`config.mk`:
```
export PLATFORM = sky130hd
export DESIGN_NAME = acl_lookup_key_builder
export DESIGN_NICKNAME = d
export VERILOG_FILES = /design/src/verilog/acl_key_pkg.sv /design/src/verilog/policy_group_table.sv /design/src/verilog/ingress_mask_builder.sv /design/src/verilog/acl_lookup_key_builder.sv
export VERILOG_INCLUDE_DIRS = /design/src /design/src/verilog
export SDC_FILE = /design/constraint.sdc
export NUM_CORES = 1
export LEC_CHECK = 0
export BUFFER_PORTS_ARGS = -buffer_cell sky130_fd_sc_hd__buf_2
export CAP_MARGIN = 15
export CELL_PAD_IN_SITES_DETAIL_PLACEMENT = 2
export CELL_PAD_IN_SITES_GLOBAL_PLACEMENT = 2
export CORE_MARGIN = 8
export CORE_UTILIZATION = 35
export DETAILED_ROUTE_END_ITERATION = 7
export PLACE_DENSITY_LB_ADDON = 0.1
export RECOVER_POWER = 25
export SETUP_SLACK_MARGIN = 0.1
export SYNTH_ARGS = -nofsm -noshare
export SYNTH_HDL_FRONTEND = slang
export SYNTH_SLANG_ARGS = --single-unit
```
`constraint.sdc`:
```
create_clock -name clk_sys -period 2.7 [get_ports clk_sys]
set_input_delay 0.27 -clock clk_sys [delete_from_list [all_inputs] [get_ports clk_sys]]
set_output_delay 0.27 -clock clk_sys [all_outputs]
set_load 0.005 [all_outputs]
```
`src/verilog/acl_key_params.svh`:
```
// constants for the access-list lookup key builder
`ifndef ACL_KEY_PARAMS_SVH
`define ACL_KEY_PARAMS_SVH

// widest key and field widths
`define KEY_MAX_BITS 567
`define EIGHT_SEL_BITS 4
`define SIXTEEN_SEL_BITS 2
`define POLICY_GROUP_BITS 8
`define MASK_MODE_BITS 2
`define MASK_BITS 53
`define PORT_BITS 6
`define PIPE_POINT_BITS 5
`define PIPE_ACTION_BITS 3

// key widths in bits
`define WIDTH_IPV4_VLAN 10'h058
`define WIDTH_MAC_ETHERTYPE 10'h10F
`define WIDTH_ADDR_RESOLUTION 10'h0D2
`define WIDTH_IPV4_TRANSPORT 10'h11B
`define WIDTH_IPV4_MISC 10'h112
`define WIDTH_CUSTOM_B 10'h11C
`define WIDTH_IPV6_VLAN 10'h11C
`define WIDTH_SEVEN_FIELD 10'h237
`define WIDTH_CUSTOM_A 10'h222

// entry words per key class
`define WORDS_QUAD 5'h04
`define WORDS_EIGHT 5'h08
`define WORDS_SIXTEEN 5'h10

// eight-word selector codes
`define SEL8_MAC_ETHERTYPE 4'h0
`define SEL8_ADDR_RESOLUTION 4'h3
`define SEL8_IPV4_TRANSPORT 4'h4
`define SEL8_IPV4_MISC 4'h5
`define SEL8_CUSTOM_B 4'h8
`define SEL8_IPV6_VLAN 4'h9
// sixteen-word selector codes
`define SEL16_SEVEN_FIELD 2'h1
`define SEL16_CUSTOM_A 2'h2

// mode-3 mask layout
`define M3_PROC0_BIT 0
`define M3_PROC1_BIT 1
`define M3_VDEV0_BIT 2
`define M3_VDEV1_BIT 3
`define M3_SRC_LO 4
`define M3_SRC_HI 9
`define M3_PP_LO 44
`define M3_PP_HI 48
`define M3_PA_LO 49
`define M3_PA_HI 51

// pipeline action code meaning masquerade-inject
`define MASQUERADE_INJECT_ACTION 3'h2
// number of front ports with a policy group setting
`define PORT_COUNT 53
`define DEST_MULTICAST_BIT 40

`endif

```
`src/verilog/acl_key_pkg.sv`:
```
// types for the access-list lookup key builder
package acl_key_pkg;
	typedef enum logic [3:0] {
		IPV4_VLAN_KEY = 4'h0,
		MAC_ETHERTYPE_KEY = 4'h1,
		ADDR_RESOLUTION_KEY = 4'h2,
		IPV4_TRANSPORT_KEY = 4'h3,
		IPV4_MISC_KEY = 4'h4,
		CUSTOM_B_KEY = 4'h5,
		IPV6_VLAN_KEY = 4'h6,
		IP_SEVEN_FIELD_KEY = 4'h7,
		CUSTOM_A_KEY = 4'h8
	} keyName_t;

	typedef enum logic [1:0] {
		CLASS_QUAD = 2'h0,
		CLASS_EIGHT = 2'h1,
		CLASS_SIXTEEN = 2'h2
	} keyClass_t;

	typedef enum logic [1:0] {
		MODE_PHYSICAL = 2'h0,
		MODE_LOOPBACK = 2'h1,
		MODE_MASQUERADE = 2'h2,
		MODE_SPECIAL = 2'h3
	} maskMode_t;
endpackage

```
`src/verilog/policy_group_table.sv`:
```
// per-port default policy group storage
`timescale 1ns/100ps
`default_nettype none
`include "acl_key_params.svh"
module policy_group_table #(
	parameter int PORTS = `PORT_COUNT
) (
	// clock and reset
	input wire logic clk_sys,
	input wire logic reset_n,
	// configuration write
	input wire logic cfgWrite,
	input wire logic [`PORT_BITS-1:0] cfgPort,
	input wire logic [`POLICY_GROUP_BITS-1:0] cfgPolicyGroup,
	// lookup
	input wire logic [`PORT_BITS-1:0] lookupPort,
	output logic [`POLICY_GROUP_BITS-1:0] lookupPolicyGroup
);
	logic [`POLICY_GROUP_BITS-1:0] table_reg [PORTS];

	always_ff @(posedge clk_sys or negedge reset_n) begin
		if (!reset_n) begin
			for (int i = 0; i < PORTS; i++) begin
				table_reg[i] <= 8'h00;
			end
		end else if (cfgWrite && (int'(cfgPort) < PORTS)) begin
			table_reg[cfgPort] <= cfgPolicyGroup;
		end
	end

	// ports without a setting read as zero
	assign lookupPolicyGroup = (int'(lookupPort) < PORTS) ? table_reg[lookupPort] : 8'h00;
endmodule
`default_nettype wire

```
`src/verilog/ingress_mask_builder.sv`:
```
// ingress mask mode selection and mask formation
`timescale 1ns/100ps
`default_nettype none
`include "acl_key_params.svh"
module ingress_mask_builder
	import acl_key_pkg::*;
#(
	parameter logic [`PORT_BITS-1:0] PROC_PORT0 = 6'h35,
	parameter logic [`PORT_BITS-1:0] PROC_PORT1 = 6'h36,
	parameter logic [`PORT_BITS-1:0] VDEV_PORT0 = 6'h37,
	parameter logic [`PORT_BITS-1:0] VDEV_PORT1 = 6'h38
) (
	// frame attributes
	input wire logic [`PORT_BITS-1:0] physSrcPort,
	input wire logic [`PORT_BITS-1:0] injectSrcPort,
	input wire logic injectDstMode,
	input wire logic processorInjected,
	input wire logic loopbackDevice,
	input wire logic [`PORT_BITS-1:0] loopedPort,
	input wire logic [`PIPE_POINT_BITS-1:0] pipelinePoint,
	input wire logic [`PIPE_ACTION_BITS-1:0] pipelineAction,
	// enables
	input wire logic masqueradeMaskEnable,
	input wire logic processorInjectMaskEnable,
	input wire logic virtualDeviceMaskEnable,
	input wire logic loopbackMode3Enable,
	// result
	output maskMode_t ingressMaskMode,
	output logic [`MASK_BITS-1:0] ingressSourceMask
);
	logic masqueraded;
	logic fromVdev;
	logic [`PORT_BITS-1:0] srcPortSeen;

	assign masqueraded = (injectDstMode && (injectSrcPort != physSrcPort))
		|| (pipelineAction == `MASQUERADE_INJECT_ACTION);
	assign fromVdev = (physSrcPort == VDEV_PORT0) || (physSrcPort == VDEV_PORT1);
	assign srcPortSeen = masqueraded ? injectSrcPort : (loopbackDevice ? loopedPort : physSrcPort);

	// highest qualifying mode wins
	always_comb begin
		if ((processorInjected && processorInjectMaskEnable) || (fromVdev && virtualDeviceMaskEnable)
			|| (loopbackDevice && loopbackMode3Enable)) begin
			ingressMaskMode = MODE_SPECIAL;
		end else if (masqueraded && masqueradeMaskEnable) begin
			ingressMaskMode = MODE_MASQUERADE;
		end else if (loopbackDevice) begin
			ingressMaskMode = MODE_LOOPBACK;
		end else begin
			ingressMaskMode = MODE_PHYSICAL;
		end
	end

	always_comb begin
		ingressSourceMask = '0;
		unique case (ingressMaskMode)
			MODE_PHYSICAL: ingressSourceMask = 53'h1 << physSrcPort;
			MODE_LOOPBACK: ingressSourceMask = 53'h1 << loopedPort;
			MODE_MASQUERADE: ingressSourceMask = 53'h1 << injectSrcPort;
			MODE_SPECIAL: begin
				ingressSourceMask[`M3_PROC0_BIT] = (physSrcPort == PROC_PORT0);
				ingressSourceMask[`M3_PROC1_BIT] = (physSrcPort == PROC_PORT1);
				ingressSourceMask[`M3_VDEV0_BIT] = (physSrcPort == VDEV_PORT0);
				ingressSourceMask[`M3_VDEV1_BIT] = (physSrcPort == VDEV_PORT1);
				ingressSourceMask[`M3_SRC_HI:`M3_SRC_LO] = srcPortSeen;
				ingressSourceMask[`M3_PP_HI:`M3_PP_LO] = pipelinePoint;
				ingressSourceMask[`M3_PA_HI:`M3_PA_LO] = pipelineAction;
			end
		endcase
	end
endmodule
`default_nettype wire

```
`src/verilog/acl_lookup_key_builder.sv`:
```
// access-list lookup key builder top
// Operation
// - each key spans four, eight or sixteen entry words, setting its class
// - key width is fixed per key type, 88 to 567 bits
// - fields packed back to back from entry bit 0 in fixed order
// - eight-word keys: selector at bits 3:0, first-lookup flag at bit 4
// - selector codes for eight-word and sixteen-word key types
// - first-lookup flag set on first lookup, cleared on second
// - every key carries policy group, defaulting from per-port setting
// - mask mode 0 by default, 1 for frames from loopback device
// - mode 0 mask bit marks physical ingress port
// - mode 2 for masqueraded frames when masquerade enable set; bit marks that port
// - masqueraded: injected with differing source port, or masquerade-inject action
// - mode 3 for processor-injected, virtual device or loopback frames with enables
// - highest qualifying mask mode wins
// - mode 3 bits 0-3 flag processor ports and virtual devices as source
// - mode 3 bits 4-9 carry source port number
// - mode 3 bits 44-48 pipeline point, 49-51 pipeline action, 52 reserved
// - multicast flag set when destination address bit 40 is one
`timescale 1ns/100ps
`default_nettype none
`include "acl_key_params.svh"
module acl_lookup_key_builder
	import acl_key_pkg::*;
#(
	parameter int PORTS = `PORT_COUNT
) (
	// clock and reset
	input wire logic clk_sys,
	input wire logic reset_n,
	// per-port policy group setting
	input wire logic cfgWrite,
	input wire logic [`PORT_BITS-1:0] cfgPort,
	input wire logic [`POLICY_GROUP_BITS-1:0] cfgPolicyGroup,
	// mask mode enables
	input wire logic masqueradeMaskEnable,
	input wire logic processorInjectMaskEnable,
	input wire logic virtualDeviceMaskEnable,
	input wire logic loopbackMode3Enable,
	// key request from the frame analyzer
	input wire logic keyRequest,
	input wire logic [3:0] keyName,
	input wire logic firstLookup,
	input wire logic policyGroupValid,
	input wire logic [`POLICY_GROUP_BITS-1:0] classifiedPolicyGroup,
	input wire logic [`PORT_BITS-1:0] physSrcPort,
	input wire logic [`PORT_BITS-1:0] injectSrcPort,
	input wire logic injectDstMode,
	input wire logic processorInjected,
	input wire logic loopbackDevice,
	input wire logic [`PORT_BITS-1:0] loopedPort,
	input wire logic [`PIPE_POINT_BITS-1:0] pipelinePoint,
	input wire logic [`PIPE_ACTION_BITS-1:0] pipelineAction,
	input wire logic [47:0] destMac,
	// built key toward the match array
	output logic keyValid,
	output logic [`KEY_MAX_BITS-1:0] keyData,
	output logic [9:0] keyWidth,
	output logic [4:0] keyWords,
	output logic keyError
);
	keyName_t keySel;
	keyClass_t keyClass;
	maskMode_t ingressMaskMode;
	logic [`MASK_BITS-1:0] ingressSourceMask;
	logic [`POLICY_GROUP_BITS-1:0] portDefaultPolicyGroup;
	logic [`POLICY_GROUP_BITS-1:0] policyGroup;
	logic destMulticastFlag;
	logic [`EIGHT_SEL_BITS-1:0] eightSel;
	logic [`SIXTEEN_SEL_BITS-1:0] sixteenSel;
	logic hasMaskFields;
	logic legalName;
	logic [9:0] widthNext;
	logic [4:0] wordsNext;
	logic [`KEY_MAX_BITS-1:0] packed_;
	logic [`KEY_MAX_BITS-1:0] widthMask;
	logic [`KEY_MAX_BITS-1:0] keyData_next;
	logic keyValid_reg;
	logic [`KEY_MAX_BITS-1:0] keyData_reg;
	logic [9:0] keyWidth_reg;
	logic [4:0] keyWords_reg;
	logic keyError_reg;

	////////////////////////////////////////////////////////////////////////
	// field sources

	policy_group_table #(
		.PORTS(PORTS)
	) pgTable (
		.clk_sys(clk_sys),
		.reset_n(reset_n),
		.cfgWrite(cfgWrite),
		.cfgPort(cfgPort),
		.cfgPolicyGroup(cfgPolicyGroup),
		.lookupPort(physSrcPort),
		.lookupPolicyGroup(portDefaultPolicyGroup)
	);

	ingress_mask_builder maskBuilder (
		.physSrcPort(physSrcPort),
		.injectSrcPort(injectSrcPort),
		.injectDstMode(injectDstMode),
		.processorInjected(processorInjected),
		.loopbackDevice(loopbackDevice),
		.loopedPort(loopedPort),
		.pipelinePoint(pipelinePoint),
		.pipelineAction(pipelineAction),
		.masqueradeMaskEnable(masqueradeMaskEnable),
		.processorInjectMaskEnable(processorInjectMaskEnable),
		.virtualDeviceMaskEnable(virtualDeviceMaskEnable),
		.loopbackMode3Enable(loopbackMode3Enable),
		.ingressMaskMode(ingressMaskMode),
		.ingressSourceMask(ingressSourceMask)
	);

	// earlier classification overrides the port default
	assign policyGroup = policyGroupValid ? classifiedPolicyGroup : portDefaultPolicyGroup;
	assign destMulticastFlag = destMac[`DEST_MULTICAST_BIT];
	// codes past the last key type land in the decode default
	assign keySel = keyName_t'(keyName);

	////////////////////////////////////////////////////////////////////////
	// key type decode

	always_comb begin
		legalName = 1'b1;
		keyClass = CLASS_EIGHT;
		eightSel = `SEL8_MAC_ETHERTYPE;
		sixteenSel = `SEL16_SEVEN_FIELD;
		hasMaskFields = 1'b1;
		widthNext = `WIDTH_MAC_ETHERTYPE;
		// mask fields ride only on the keys whose layout carries them
		case (keySel)
			IPV4_VLAN_KEY: begin
				keyClass = CLASS_QUAD;
				hasMaskFields = 1'b0;
				widthNext = `WIDTH_IPV4_VLAN;
			end
			MAC_ETHERTYPE_KEY: begin
				eightSel = `SEL8_MAC_ETHERTYPE;
				widthNext = `WIDTH_MAC_ETHERTYPE;
			end
			ADDR_RESOLUTION_KEY: begin
				eightSel = `SEL8_ADDR_RESOLUTION;
				widthNext = `WIDTH_ADDR_RESOLUTION;
			end
			IPV4_TRANSPORT_KEY: begin
				eightSel = `SEL8_IPV4_TRANSPORT;
				widthNext = `WIDTH_IPV4_TRANSPORT;
			end
			IPV4_MISC_KEY: begin
				eightSel = `SEL8_IPV4_MISC;
				widthNext = `WIDTH_IPV4_MISC;
			end
			CUSTOM_B_KEY: begin
				eightSel = `SEL8_CUSTOM_B;
				widthNext = `WIDTH_CUSTOM_B;
			end
			IPV6_VLAN_KEY: begin
				eightSel = `SEL8_IPV6_VLAN;
				hasMaskFields = 1'b0;
				widthNext = `WIDTH_IPV6_VLAN;
			end
			IP_SEVEN_FIELD_KEY: begin
				keyClass = CLASS_SIXTEEN;
				sixteenSel = `SEL16_SEVEN_FIELD;
				widthNext = `WIDTH_SEVEN_FIELD;
			end
			CUSTOM_A_KEY: begin
				keyClass = CLASS_SIXTEEN;
				sixteenSel = `SEL16_CUSTOM_A;
				widthNext = `WIDTH_CUSTOM_A;
			end
			default: begin
				// unknown names give an all-zero key and a flag
				legalName = 1'b0;
				widthNext = 10'h000;
			end
		endcase
	end

	always_comb begin
		unique case (keyClass)
			CLASS_QUAD: wordsNext = `WORDS_QUAD;
			CLASS_SIXTEEN: wordsNext = `WORDS_SIXTEEN;
			default: wordsNext = `WORDS_EIGHT;
		endcase
	end

	////////////////////////////////////////////////////////////////////////
	// packing, lowest field at entry bit 0

	always_comb begin
		packed_ = '0;
		unique case (keyClass)
			CLASS_QUAD: begin
				// no type selector: first-lookup flag sits at bit 0
				packed_ = `KEY_MAX_BITS'({
					policyGroup, // bits 8:1
					firstLookup // bit 0
				});
			end
			CLASS_SIXTEEN: begin
				packed_ = `KEY_MAX_BITS'({
					destMulticastFlag, // bit 66
					ingressSourceMask, // bits 65:13
					ingressMaskMode, // bits 12:11
					policyGroup, // bits 10:3
					firstLookup, // bit 2
					sixteenSel // bits 1:0
				});
			end
			default: begin
				if (hasMaskFields) begin
					packed_ = `KEY_MAX_BITS'({
						destMulticastFlag, // bit 68
						ingressSourceMask, // bits 67:15
						ingressMaskMode, // bits 14:13
						policyGroup, // bits 12:5
						firstLookup, // bit 4
						eightSel // bits 3:0
					});
				end else begin
					// ipv6 vlan key stops after the policy group
					packed_ = `KEY_MAX_BITS'({
						policyGroup, // bits 12:5
						firstLookup, // bit 4
						eightSel // bits 3:0
					});
				end
			end
		endcase
	end

	// bits past the key width stay zero
	always_comb begin
		widthMask = '0;
		for (int i = 0; i < `KEY_MAX_BITS; i++) begin
			widthMask[i] = (i < int'(widthNext));
		end
	end

	// an unknown name yields an all-zero key rather than a partial one
	always_comb begin
		keyData_next = '0;
		if (legalName) begin
			keyData_next = packed_ & widthMask;
		end
	end

	////////////////////////////////////////////////////////////////////////
	// output registers, one cycle after the request

	always_ff @(posedge clk_sys or negedge reset_n) begin
		if (!reset_n) begin
			keyValid_reg <= 1'b0;
		end else begin
			keyValid_reg <= keyRequest;
		end
	end

	// key held until the next request
	always_ff @(posedge clk_sys or negedge reset_n) begin
		if (!reset_n) begin
			keyData_reg <= '0;
		end else if (keyRequest) begin
			keyData_reg <= keyData_next;
		end
	end

	// size fields travel with the key so the array can tell its class
	always_ff @(posedge clk_sys or negedge reset_n) begin
		if (!reset_n) begin
			keyWidth_reg <= 10'h000;
		end else if (keyRequest) begin
			keyWidth_reg <= widthNext;
		end
	end

	always_ff @(posedge clk_sys or negedge reset_n) begin
		if (!reset_n) begin
			keyWords_reg <= 5'h00;
		end else if (keyRequest) begin
			keyWords_reg <= legalName ? wordsNext : 5'h00;
		end
	end

	// error stands only until the next request replaces it
	always_ff @(posedge clk_sys or negedge reset_n) begin
		if (!reset_n) begin
			keyError_reg <= 1'b0;
		end else if (keyRequest) begin
			keyError_reg <= !legalName;
		end
	end

	assign keyValid = keyValid_reg;
	assign keyData = keyData_reg;
	assign keyWidth = keyWidth_reg;
	assign keyWords = keyWords_reg;
	assign keyError = keyError_reg;
endmodule
`default_nettype wire

```
; Yosys cells after proc, flatten, opt, wreduce, memory -nomap -nowiden
; Index checks and enable logic that the tools add are counted.
[word_totals]
regBits = 1008
in_bits = 113
elab_cells = 700
[classes]
order_cmp = 572
eq_ne = 18
shift = 3
n_mux = 27
bitwise_logic = 3
n_reduce_logical = 19
[ops]
columns = op, count
row1 = "9-bit by 10-bit less-than comparator with 1-bit output, first input constant", 256
row2 = "8-bit by 10-bit less-than comparator with 1-bit output, first input constant", 128
row3 = "7-bit by 10-bit less-than comparator with 1-bit output, first input constant", 64
row4 = 567-bit bitwise AND, 1
row5 = 567-bit 2-to-1 mux, 1
row6 = "10-bit less-than comparator, first input constant", 55
row7 = 424-bit bitwise mux, 1
row8 = "6-bit by 10-bit less-than comparator with 1-bit output, first input constant", 32
row9 = "5-bit by 10-bit less-than comparator with 1-bit output, first input constant", 16
row10 = "1-bit by 6-bit << shifter with 53-bit output, first input constant", 3
row11 = 69-bit one-hot mux with 2 select lines, 1
row12 = 34-bit one-hot mux with 3 select lines, 1
row13 = "4-bit by 10-bit less-than comparator with 1-bit output, first input constant", 8
row14 = 10-bit one-hot mux with 8 select lines, 1
row15 = 69-bit 2-to-1 mux, 1
row16 = 8-bit binary-select mux with 6-bit select, 1
row17 = 8-bit demux with 6-bit select, 1
row18 = "3-bit by 10-bit less-than comparator with 1-bit output, first input constant", 4
row19 = 8-bit 2-to-1 mux, 5
row20 = 10-bit one-hot mux with 4 select lines, 1
row21 = 8-bit one-hot mux with 4 select lines, 1
row22 = "6-bit equality test, second input constant", 4
row23 = "1-bit by 10-bit less-than comparator with 1-bit output, first input constant", 2
row24 = "2-bit by 10-bit less-than comparator with 1-bit output, first input constant", 2
row25 = other kinds (27), 52

; Longest topological paths before layout
; Gate-level depths: netlist of run 1.
[logic_depth]
word_depth = 12
ltp_mapped = 12
mapped_depth_nobuf = 7

; By module
; A second synthesis of run 1 with hierarchy kept.
[hier_totals]
cells_unflattened = 2629
hier_area_um2 = 29956.2
[modules_own_cells]
columns = module, n_inst, cells_each, area_each_um2, seq_area_each_um2
row1 = policy_group_table, 1, 1283, 19503.7, 10610.2
row2 = acl_lookup_key_builder, 1, 948, 8137.8, 2077.0
row3 = ingress_mask_builder, 1, 398, 2314.7, 0.0

; Worst setup path after synthesis of run 1
; OpenSTA, ideal clock, no wires.
[synth_timing]
path_type = input-to-reg
startpoint = input physSrcPort[0]
endpoint = register keyData_reg[3], in the netlist keyData[3]
setup_time_ns = 0.157
t_arrival_ns = 2.171
setup_slack_ns = 0.373
stages = 10
n_path_buf = 3
cell_sequence = buf_6 > buf_12 > buf_12 > mux4_2 > a32o_1 > a2111oi_2 > a32oi_1 > a21oi_2 > o311a_1 > a311oi_1
[synth_via]
elab_chain_cells = 9
word_cells_on_any_way = 10
classes_between = 1 x order compare / 7 x mux / 2 x bitwise
[synth_lines]
columns = item, line
row1 = start: declaration, acl_lookup_key_builder.sv:46  ; input wire logic [`PORT_BITS-1:0] physSrcPort,
row2 = 6-bit inverter with 7-bit output (implied by the code), policy_group_table.sv:32  ; assign lookupPolicyGroup = (int'(lookupPort) < PORTS) ? table_reg[lookupPort] : 8'h00;
row3 = 8-bit binary-select mux with 6-bit select, policy_group_table.sv:32
row4 = 8-bit 2-to-1 mux (implied by the code) (2 in series), policy_group_table.sv:32
row5 = 8-bit 2-to-1 mux (*), policy_group_table.sv:32
row6 = 8-bit 2-to-1 mux (*), acl_lookup_key_builder.sv:117  ; assign policyGroup = policyGroupValid ? classifiedPolicyGroup : portDefaultPolicyGroup;
row7 = 69-bit one-hot mux with 2 select lines (*), acl_lookup_key_builder.sv:195  ; unique case (keyClass)
row8 = 567-bit bitwise AND (*), acl_lookup_key_builder.sv:247  ; keyData_next = packed_ & widthMask;
row9 = 567-bit 2-to-1 mux (*), acl_lookup_key_builder.sv:246  ; if (legalName) begin
row10 = end signal: assignment, acl_lookup_key_builder.sv:267  ; keyData_reg <= keyData_next;
row11 = end: declaration, acl_lookup_key_builder.sv:79  ; logic [`KEY_MAX_BITS-1:0] keyData_reg;
; Every way passes the cells marked *; elsewhere a longest branch is shown, timed or not. The select of a mux whose other input is x is not followed.
; A chain may end at the register's enable or synchronous reset.

; Worst setup path after layout of run 1
[layout_timing]
startpoint = register pgTable.table_reg[255] (netlist name)
endpoint = register keyData_reg[8], in the netlist keyData[8]
[layout_via]
elab_chain_cells = 8
[layout_lines]
columns = item, line
row1 = start: declaration, policy_group_table.sv:19  ; logic [`POLICY_GROUP_BITS-1:0] table_reg [PORTS];
row2 = start signal: indexed assignment, policy_group_table.sv:27  ; table_reg[cfgPort] <= cfgPolicyGroup;
row3 = 8-bit binary-select mux with 6-bit select, policy_group_table.sv:32
row4 = 8-bit 2-to-1 mux (implied by the code) (2 in series), policy_group_table.sv:32
row5 = 8-bit 2-to-1 mux, policy_group_table.sv:32
row6 = 8-bit 2-to-1 mux, acl_lookup_key_builder.sv:117
row7 = 69-bit one-hot mux with 2 select lines, acl_lookup_key_builder.sv:195
row8 = 567-bit bitwise AND, acl_lookup_key_builder.sv:247
row9 = 567-bit 2-to-1 mux, acl_lookup_key_builder.sv:246
; Every way passes these cells. The select of a mux whose other input is x is not followed.

==> results of run 1 <==
==> layer usage <==
metal  global-route usage (%)  share of wire (%)  wire length [um]
met5                        0              0.024                28
met4                     7.70                3.3              3870
met3                     3.21                4.1              4730
met2                     41.0                 50             57900
met1                     30.6                 43             49300
==> stage by stage <==
stage	power [mW]	TNS, ns	hold slack, ns
2_1_floorplan	11.5	0	-0.0256
3_3_place_gp	12.4	-5.66	0.366
3_5_place_dp	12.6	-6.66	0.372
4_1_cts	21.5	0	0.0254
5_1_grt	22.1	0	0.0750
6_report	21.2	0	0.0719
==> timing repair <==
action,4_1_cts,5_1_grt
hold endpoints to repair,73,0
setup endpoints to repair,3,7
pin swaps,0,1
hold buffers,4,0
gates resized for setup,2,8
==> worst paths after layout <==
kind | startpoint | end | slack (ns) | depth (start not counted)
max in group asynchronous | reset_n | pgTable.table_reg[91] | 0.39 | 3
min in group asynchronous | reset_n | keyData[61] | 0.56 | 2
max | pgTable.table_reg[255] | keyData[8] | 0.17 | 9
min reg2reg | keyData[1] | keyData[1] | 0.48 | 1
max reg2reg | pgTable.table_reg[255] | keyData[8] | 0.17 | 9
min | classifiedPolicyGroup[6] | keyData[7] | 0.07 | 4
==> worst register-to-register path: stages, from the launching register on <==
cell and delay [ns]:
dfrtp_1 0.38, mux4_1 0.51, a22o_1 0.28, a221oi_4 0.25, o32ai_1 0.14, buf_4 0.18, a211oi_2 0.16, buf_4 0.18
o22ai_1 0.07, or2_1 0.23
==> placed cells by master (no fill, tap or decap), types with 7 or more instances in the layout <==
cell	synthesis	final
clkbuf_16	0	60
buf_2	24	143
o21ai_0	72	72
inv_1	24	23
clkinv_2	0	11
and2_1	13	13
nand2b_1	16	16
o221ai_1	28	28
o31ai_1	9	9
nor2_1	99	99
nand3_1	50	50
nand4_1	17	17
clkbuf_8	0	16
dfrtp_1	507	507
a211oi_1	10	10
mux4_2	72	72
nand2_1	134	134
bufinv_16	0	7
buf_4	508	267
mux4_1	21	21
or2_2	7	7
a221oi_1	7	7
mux2i_1	36	34
clkbuf_1	103	28
a22oi_1	24	23
o211ai_1	13	13
buf_12	5	28
nor2b_1	24	24
nor3_1	38	36
nor4_1	17	17
o22ai_1	30	30
a31oi_1	15	15
conb_1	1	500
o2bb2ai_1	10	9
a21o_1	14	14
or3_1	11	11
a21oi_1	48	47
nor3b_1	7	7
mux2_2	436	436
==> kinds of logic after synthesis <==
family                    after synthesis  synth area share [%]
buffers and inverters                 685                  15.7
muxes                                 565                  25.0
DFF                                   507                  42.5
and+or+nand+nor                       474                  7.98
AOI/OAI and AO/OA                     359                  8.60
xor gates and xnor gates                6                 0.176
other                                   1                0.0126
==> final cells by class <==
cell class                      instances  area, sq um  share of cell area [%]
Multi-Input combinational cell       1904        14400                    42.1
Sequential cell                       507        12700                    37.1
Timing Repair Buffer                  467         3440                    10.1
Clock buffer                           85         1760                    5.13
Tap cell                             1144         1430                    4.19
Clock inverter                         26          395                    1.16
Inverter                               25         93.8                   0.274
Antenna cell                            4         10.0                  0.0293
==> where the power goes <==
part | total (mW) | internal, mW | switching, mW
Clock | 8.71 | 5.21 | 3.50
Sequential | 8.98 | 8.50 | 0.477
Combinational | 3.56 | 1.62 | 1.94
==> flow_summary.yaml, run 1 <==
grt:
  grt_max_degree: 84
  antenna_found_initial: 4
  grt_first_pass_wirelength_um: 170000
  grt-ovfl-total: 0
  grt.total_usage_pct: 23.7
  grt_pass1_vias: 23700
power_and_ir_drop:
  peakVddDrop_mv: 0.432
  p_leak_nw: 16.3
  p_per_area_nw_per_um2: 621
synth:
  async_reset_ff_share_pct: 100
  synth_top_flop_cell: "dfrtp_1"
  synthCells: 2597
  synthTopCellsByArea: "dfrtp_1, mux2_2, buf_4, mux4_2, mux4_1"
  synth_top_area_share_pct: 42.5
  ys_seq_area_share_pct: 42.5
  synth_warnings: 0
  yosysUniqueCellTypes: 92
  syn_avg_cell_area_sq_um: 11.5
  ys_ff_latch: 507
  synth-edff-count: 0
  syn_area_sq_um: 29800
  ys_top_cells_by_count: "buf_4, dfrtp_1, mux2_2"
  yosys.area.top_type: "dfrtp_1"
  post-synth-top-count-cell: "buf_4"
cts:
  htree_levels: 2
  clkSinkCount: 507
  clkLatencyLatePin_ns: 0.68
  cts_made_buffers: 60
  cts-root-buf: "clkbuf_16"
  cts_setup_buffers: 0
  cts_tree: "done"
  cts_buffer_depth: 3
  path_clk_slew_ns: 0.06
final_layout:
  utilization_pct: 40.3
  synthToLayoutAreaGrowth_pct: 14.6
  fin_cells: 4162
  n_fill_cell: 9015
  nets: 3078
  largest_register_ffs: 424
  drive_gt1_share_pct: 36.5
  design_area_sq_um: 34200
worst_setup_path:
  worstPathRequired_ns: 3.22
  worstPathArrival_ns: 3.05
  crit_path_top_delay_cell: "mux4_1"
  crit_family: "compound AO/OA/AOI/OAI gates"
  path_buf_inv: 2
  cpMostUsedCell: "buf_4"
  cp-end-kind: "register"
  cp-start-kind: "register"
  slowest_delay_ns: 0.51
  path_max_fanout: 3
  setup.worst_path.class: "reg -> reg"
  crit_path_cell_trace: "mux4_1, a22o_1, a221oi_4, o32ai_1, buf_4, a211oi_2, buf_4, o22ai_1, or2_1"
placed_design:
  dpl.hpwl_um: 88000
  io_buffers: 149
  place_ws_ns: -0.455
  placed_cells: 4043
  dpl-instance-area_sq_um: 32100
  globalplace.congestion: 0.918
timing:
  finalCritPeriodShare_pct: 93.7
  slew_violations: 115
  fin_skew_ns: 0.0450
  rsz0062_at_grt: "false"
  fin_crit_ns: 2.53
  layout_setup_ws_ns: 0.170
  relSlewSlack_pct: -10.5
  setup_violations: 0
  worst_pin_slew_ns: 1.66
  max_freq_mhz: 395
  finalHoldViolations: 0
worst_hold_path:
  min_path_type: "in -> reg"
die:
  die-area_sq_um: 94800
  start_util_pct: 35.1
  rows: 107
  die_height_um: 308
  die_w_um: 308
  pin_count: 697
  coreArea_sq_um: 84900
detailed_routing:
  drc: 0
  drt_iter0_drc: 1028
  routed_wl_um: 116000
  antenna_left: 0
  post_drt_wl_per_cell_um: 27.8
  via_per_inst: 5.09
  vias: 21200
  drt_first_pass_iters: 7
job:
  maxCapViolCount: 1
status:
  outcome: "finished, violations left"
  failed_checks: "capacitance limit, slew limit"
Power figures use the tool's default switching activity.
==> run 2, diff against run 1 <==
==> constraint.sdc (replaced) <==
create_clock -name clk_sys -period 2.7 [get_ports clk_sys]
set_input_delay 0 -clock clk_sys [delete_from_list [all_inputs] [get_ports clk_sys]]
set_output_delay 0 -clock clk_sys [all_outputs]
set_load 0.005 [all_outputs]
==> run 2 against run 1 <==
The run now ends clean. Global-route usage about the same. Worst hold slack worse by 0.018 ns. Clock power fell by 4.7%. Non-clock buffer count shrank 63. Combinational power about the same. Total power is 2.1% lower. Final cell count shrank 1.6%. Wire length grew 0.11%. Highest routed layer unchanged. Critical path type unchanged.
==> flow_summary.yaml, run 2 (synthesized netlist as in run 1, its figures left out) <==
detailed_routing:
  drt_first_pass_iters: 7
  drt_iter0_drc: 1076
  antenna_left: 0
  vias: 20900
  routed_wl_um: 116000
  drc: 0
  post_drt_wl_per_cell_um: 28.3
  via_per_inst: 5.09
grt:
  grt_first_pass_wirelength_um: 169000
  use_met3_pct: 3.09
  gr-usage-met1_pct: 31.1
  grtUsageMet2_pct: 40.9
  grt_max_degree: 87
  grt.total_usage_pct: 23.7
  gr-max-usage-layer: "met2"
  grt-ovfl-total: 0
  grt_pass1_vias: 23100
  antenna_found_initial: 3
timing:
  worst_pin_slew_ns: 1.47
  max_freq_mhz: 388
  finalCritPeriodShare_pct: 95.3
  rsz0062_at_grt: "true"
  fin_crit_ns: 2.57
  setup_violations: 0
  relSlewSlack_pct: 2.33
  fin_skew_ns: 0.0345
  layout_setup_ws_ns: 0.126
  slew_violations: 0
  finalHoldViolations: 0
cts:
  cts_buffer_depth: 3
  cts_tree: "done"
  path_clk_slew_ns: 0.06
  cts_made_buffers: 60
  clkLatencyLatePin_ns: 0.66
  cts-root-buf: "clkbuf_16"
  clkSinkCount: 507
  htree_levels: 2
worst_setup_path:
  worstPathArrival_ns: 3.09
  worstPathRequired_ns: 3.22
  setup.worst_path.class: "reg -> reg"
  cp-end-kind: "register"
  cp-start-kind: "register"
  path_max_fanout: 3
  r2r_slack_ns: 0.13
die:
  die-area_sq_um: 94800
  pin_count: 697
  rows: 107
  die_w_um: 308
  die_height_um: 308
  start_util_pct: 35.1
  coreArea_sq_um: 84900
power_and_ir_drop:
  p_leak_nw: 15.9
  peakVddDrop_mv: 0.502
  p_per_area_nw_per_um2: 619
  totalPowerFinal_mw: 20.8
placed_design:
  globalplace.congestion: 0.934
  place_ws_ns: -0.334
  io_buffers: 149
  dpl.hpwl_um: 86000
final_layout:
  utilization_pct: 39.6
  drive_gt1_share_pct: 34.0
  largest_register_ffs: 424
  layout_commonest_cell: "dfrtp_1"
  mostFrequentLayoutCells: "dfrtp_1, conb_1, mux2_2"
  synthToLayoutAreaGrowth_pct: 12.6
  nets: 3015
status:
  outcome: "finished, final reports clean"
worst_hold_path:
  min_path_type: "in -> reg"
job:
  maxCapViolCount: 0
-- run 2: what timing repair did --
| action | in CTS | in global routing |
|---|---|---|
| resized for setup | 8 | 13 |
| hold buffers | 23 | 1 |
| hold endpoints to repair | 501 | 8 |
| endpoints found under the setup margin | 8 | 8 |
| setup buffers | 1 | 2 |
| pin swaps | 3 | 3 |
-- run 2: area by class of cell --
type                       instances  area, sq um
tap                             1144         1430
antenna                            3         7.51
clock inverter                    17          220
clock buffer                      92         1810
multi-input combinational       1904        14400
fill                            8981        51300
timing repair buffer             404         2910
sequential                       507        12700
inverter                          25         93.8
-- run 2: routing by layer --
metal | wire [um] | up-vias
li1 | - | 9028
met1 | 50100 | 11100
met2 | 57700 | 529
met3 | 4720 | 154
met4 | 3410 | 2
met5 | 12 | -
-- run 2: worst paths after layout --
check	startpoint	end	cells past startpoint
max in group asynchronous	reset_n	pgTable.table_reg[209]	4
worst max register to register	pgTable.table_reg[239]	keyData[8]	10
worst max-delay path	pgTable.table_reg[239]	keyData[8]	10
worst min-delay path	pipelineAction[2]	keyData[64]	6
worst min register to register	keyData[12]	keyData[12]	1
min in group asynchronous	reset_n	pgTable.table_reg[39]	3
-- run 2: power breakdown --
| part | switching [mW] | leakage (nW) | internal, mW |
|---|---|---|---|
| Combinational | 1.95 | 8.13 | 1.58 |
| Clock | 3.41 | 1.00 | 4.89 |
| Sequential | 0.477 | 6.75 | 8.50 |
-- run 2: stage by stage --
step | hold slack (ns) | setup TNS [ns] | instances | instance area (sq um)
2_1_floorplan | -0.296 | 0 | 3096 | 31700
3_3_place_gp | 0.0411 | -1.45 | 3956 | 31300
3_5_place_dp | 0.0511 | -1.72 | 3956 | 31300
4_1_cts | 0.00103 | -0.000471 | 4089 | 33600
5_1_grt | 0.0714 | 0 | 4093 | 33600
6_report | 0.0536 | 0 | 4096 | 33600
-- run 2: critical path, cell delays in order, from the launching register on --
cell and delay (ns):
dfrtp_1 0.38, mux4_2 0.49, a22o_4 0.29, a221oi_4 0.27
buf_6 0.17, o32ai_4 0.07, buf_6 0.15, a211oi_4 0.17
buf_6 0.16, o22ai_2 0.06, or2_1 0.23
==> run 3, diff against run 2 <==
- GPL_TIMING_DRIVEN: unset -> 0
- RECOVER_POWER: 25 -> 100
==> run 3 against run 2 <==
The run now ends with capacitance limit, slew limit left. Maximum frequency is 4.3% lower. Wire length is 21% higher. Utilization is 3.1 points higher. Global-route usage is 4.8 points higher. Critical path type is now in -> reg. Largest power group unchanged.
==> flow_summary.yaml, run 3 (synthesized netlist as in run 1, its figures left out) <==
status:
  outcome: "finished, violations left"
  failed_checks: "capacitance limit, slew limit"
worst_setup_path:
  r2r-end: "keyData[7]"
  worstPathArrival_ns: 3.12
  cp-end-kind: "register"
  worstRegToRegCells: 7
  r2r-start: "pgTable.table_reg[106]"
  crit_path_cell_trace: "clkbuf_1, xor2_1, nor3_4, a21o_1, clkbuf_2, buf_4, nand3_1, nor2_1, a221oi_1, o221ai_1"
  cp-start-kind: "primary input"
  crit_path_top_delay_cell: "a221oi_1"
  path_buf_inv: 3
  setup.worst_path.class: "in -> reg"
  r2r_slack_ns: 0.12
  path_max_fanout: 10
  worstPathRequired_ns: 3.13
  crit_family: "compound AO/OA/AOI/OAI gates"
  slowest_delay_ns: 0.90
final_layout:
  utilization_pct: 42.7
  synthToLayoutAreaGrowth_pct: 21.5
  diodes: 0
  layout.area.seq_sq_um: 12700
  mostFrequentLayoutCells: "buf_4, dfrtp_1, conb_1"
  n_fill_cell: 9085
  fin_cells: 4523
  largest_register_ffs: 424
  multi_input_area_sq_um: 14500
  nets: 3451
  drive_gt1_share_pct: 37.6
  layout_commonest_cell: "buf_4"
timing:
  slew_violations: 113
  max_freq_mhz: 372
  setup_violations: 0
  relSlewSlack_pct: -9.48
  fin_hold_ws_ns: 0.0346
  finalCritPeriodShare_pct: 99.6
  fin_crit_ns: 2.69
  worst_pin_slew_ns: 1.64
  finalHoldViolations: 0
  fin_tns_setup_ns: 0
  fin_skew_ns: 0.0467
  rsz0062_at_grt: "true"
grt:
  grt_max_degree: 113
  antenna_found_initial: 1
  grt-ovfl-total: 0
  grt_pass1_vias: 25600
  grt.total_usage_pct: 28.5
  grt_first_pass_wirelength_um: 197000
placed_design:
  dpl.hpwl_um: 108000
  globalplace.congestion: 0.930
  placed_cells: 4386
  io_buffers: 138
power_and_ir_drop:
  peakVddDrop_mv: 0.543
  p_per_area_nw_per_um2: 583
  totalPowerFinal_mw: 21.1
  p_leak_nw: 17.6
cts:
  cts_made_buffers: 59
  path_clk_slew_ns: 0.06
  cts-root-buf: "clkbuf_16"
  cts_tree: "done"
  clkLatencyLatePin_ns: 0.66
  htree_levels: 2
  clkSinkCount: 507
  cts_buffer_depth: 3
detailed_routing:
  antenna_left: 0
  vias: 23500
  via_per_inst: 5.20
  post_drt_wl_per_cell_um: 31.0
  drc: 0
  drt_iter0_drc: 1549
  drt_first_pass_iters: 5
  routed_wl_um: 140000
die:
  pin_count: 697
  die_w_um: 308
  start_util_pct: 35.1
  coreArea_sq_um: 84900
  die-area_sq_um: 94800
  die_height_um: 308
  rows: 107
job:
  maxCapViolCount: 1
worst_hold_path:
  min_path_type: "in -> async"
run 3: cell types whose count changed in the layout (fill, tap and decap cells not counted), sizes merged:
cell	previous run	this run
clkinv	13	16
dlygate4sd3	23	28
buf	351	612
inv	25	26
diode	3	0
clkdlybuf4s15	0	2
clkinvlp	1	0
clkbuf	122	281
run 3: how the worst max path moves through the flow:
stage / startpoint / to / slack [ns] / depth (start not counted)
floorplan: pgTable.table_reg[122] / keyData[7] / 0.55 / 7
global placement: reset_n / pgTable.table_reg[48] / -8.66 / 1
detailed placement: pipelineAction[2] / keyData[50] / -1.15 / 10
CTS: pipelineAction[1] / keyData[56] / 0.06 / 10
global route: injectSrcPort[0] / keyData[49] / 0.04 / 10
finish: injectSrcPort[0] / keyData[49] / 0.01 / 10
run 3: report_power, final:
group,total (mW),switching (mW),internal [mW]
clock network,7.89,3.40,4.50
registers,9.01,0.508,8.50
logic,4.23,2.33,1.90
total,21.1,6.23,14.9
run 3: per-stage QoR:
step | worst slack, ns | instance area [sq um]
floorplan | 0.551 | 31700
global placement | -8.66 | 33800
detailed placement | -1.15 | 34000
CTS | 0.0573 | 36400
global route | 0.0352 | 36300
finish | 0.00976 | 36300
run 3: timing repair:
item | 4_1_cts | 5_1_grt
gates resized for setup | 45 | 18
pin swaps | 9 | 6
setup buffers | 6 | 1
endpoints found under the hold margin | 142 | 2
endpoints found under the setup margin | 45 | 37
hold buffers | 27 | 1
run 3: final cells by class:
type / count / area share, %
Buffer: 660 / 12.8
Clock buffer: 82 / 4.50
Clock inverter: 20 / 0.652
Inverter: 25 / 0.262
Multi-Input combinational cell: 1904 / 40.0
Sequential cell: 507 / 35.0
Tap cell: 1144 / 3.95
Timing Repair Buffer: 181 / 2.81
run 3: layer usage:
| metal | up-vias | share of wire (%) | GRT usage (%) |
|---|---|---|---|
| li1 | 9900 | - | - |
| met5 | - | 0.0093 | 0 |
| met1 | 12600 | 40 | 35.2 |
| met2 | 788 | 51 | 50.6 |
| met3 | 221 | 5.0 | 3.88 |
| met4 | 2 | 4.2 | 10.5 |
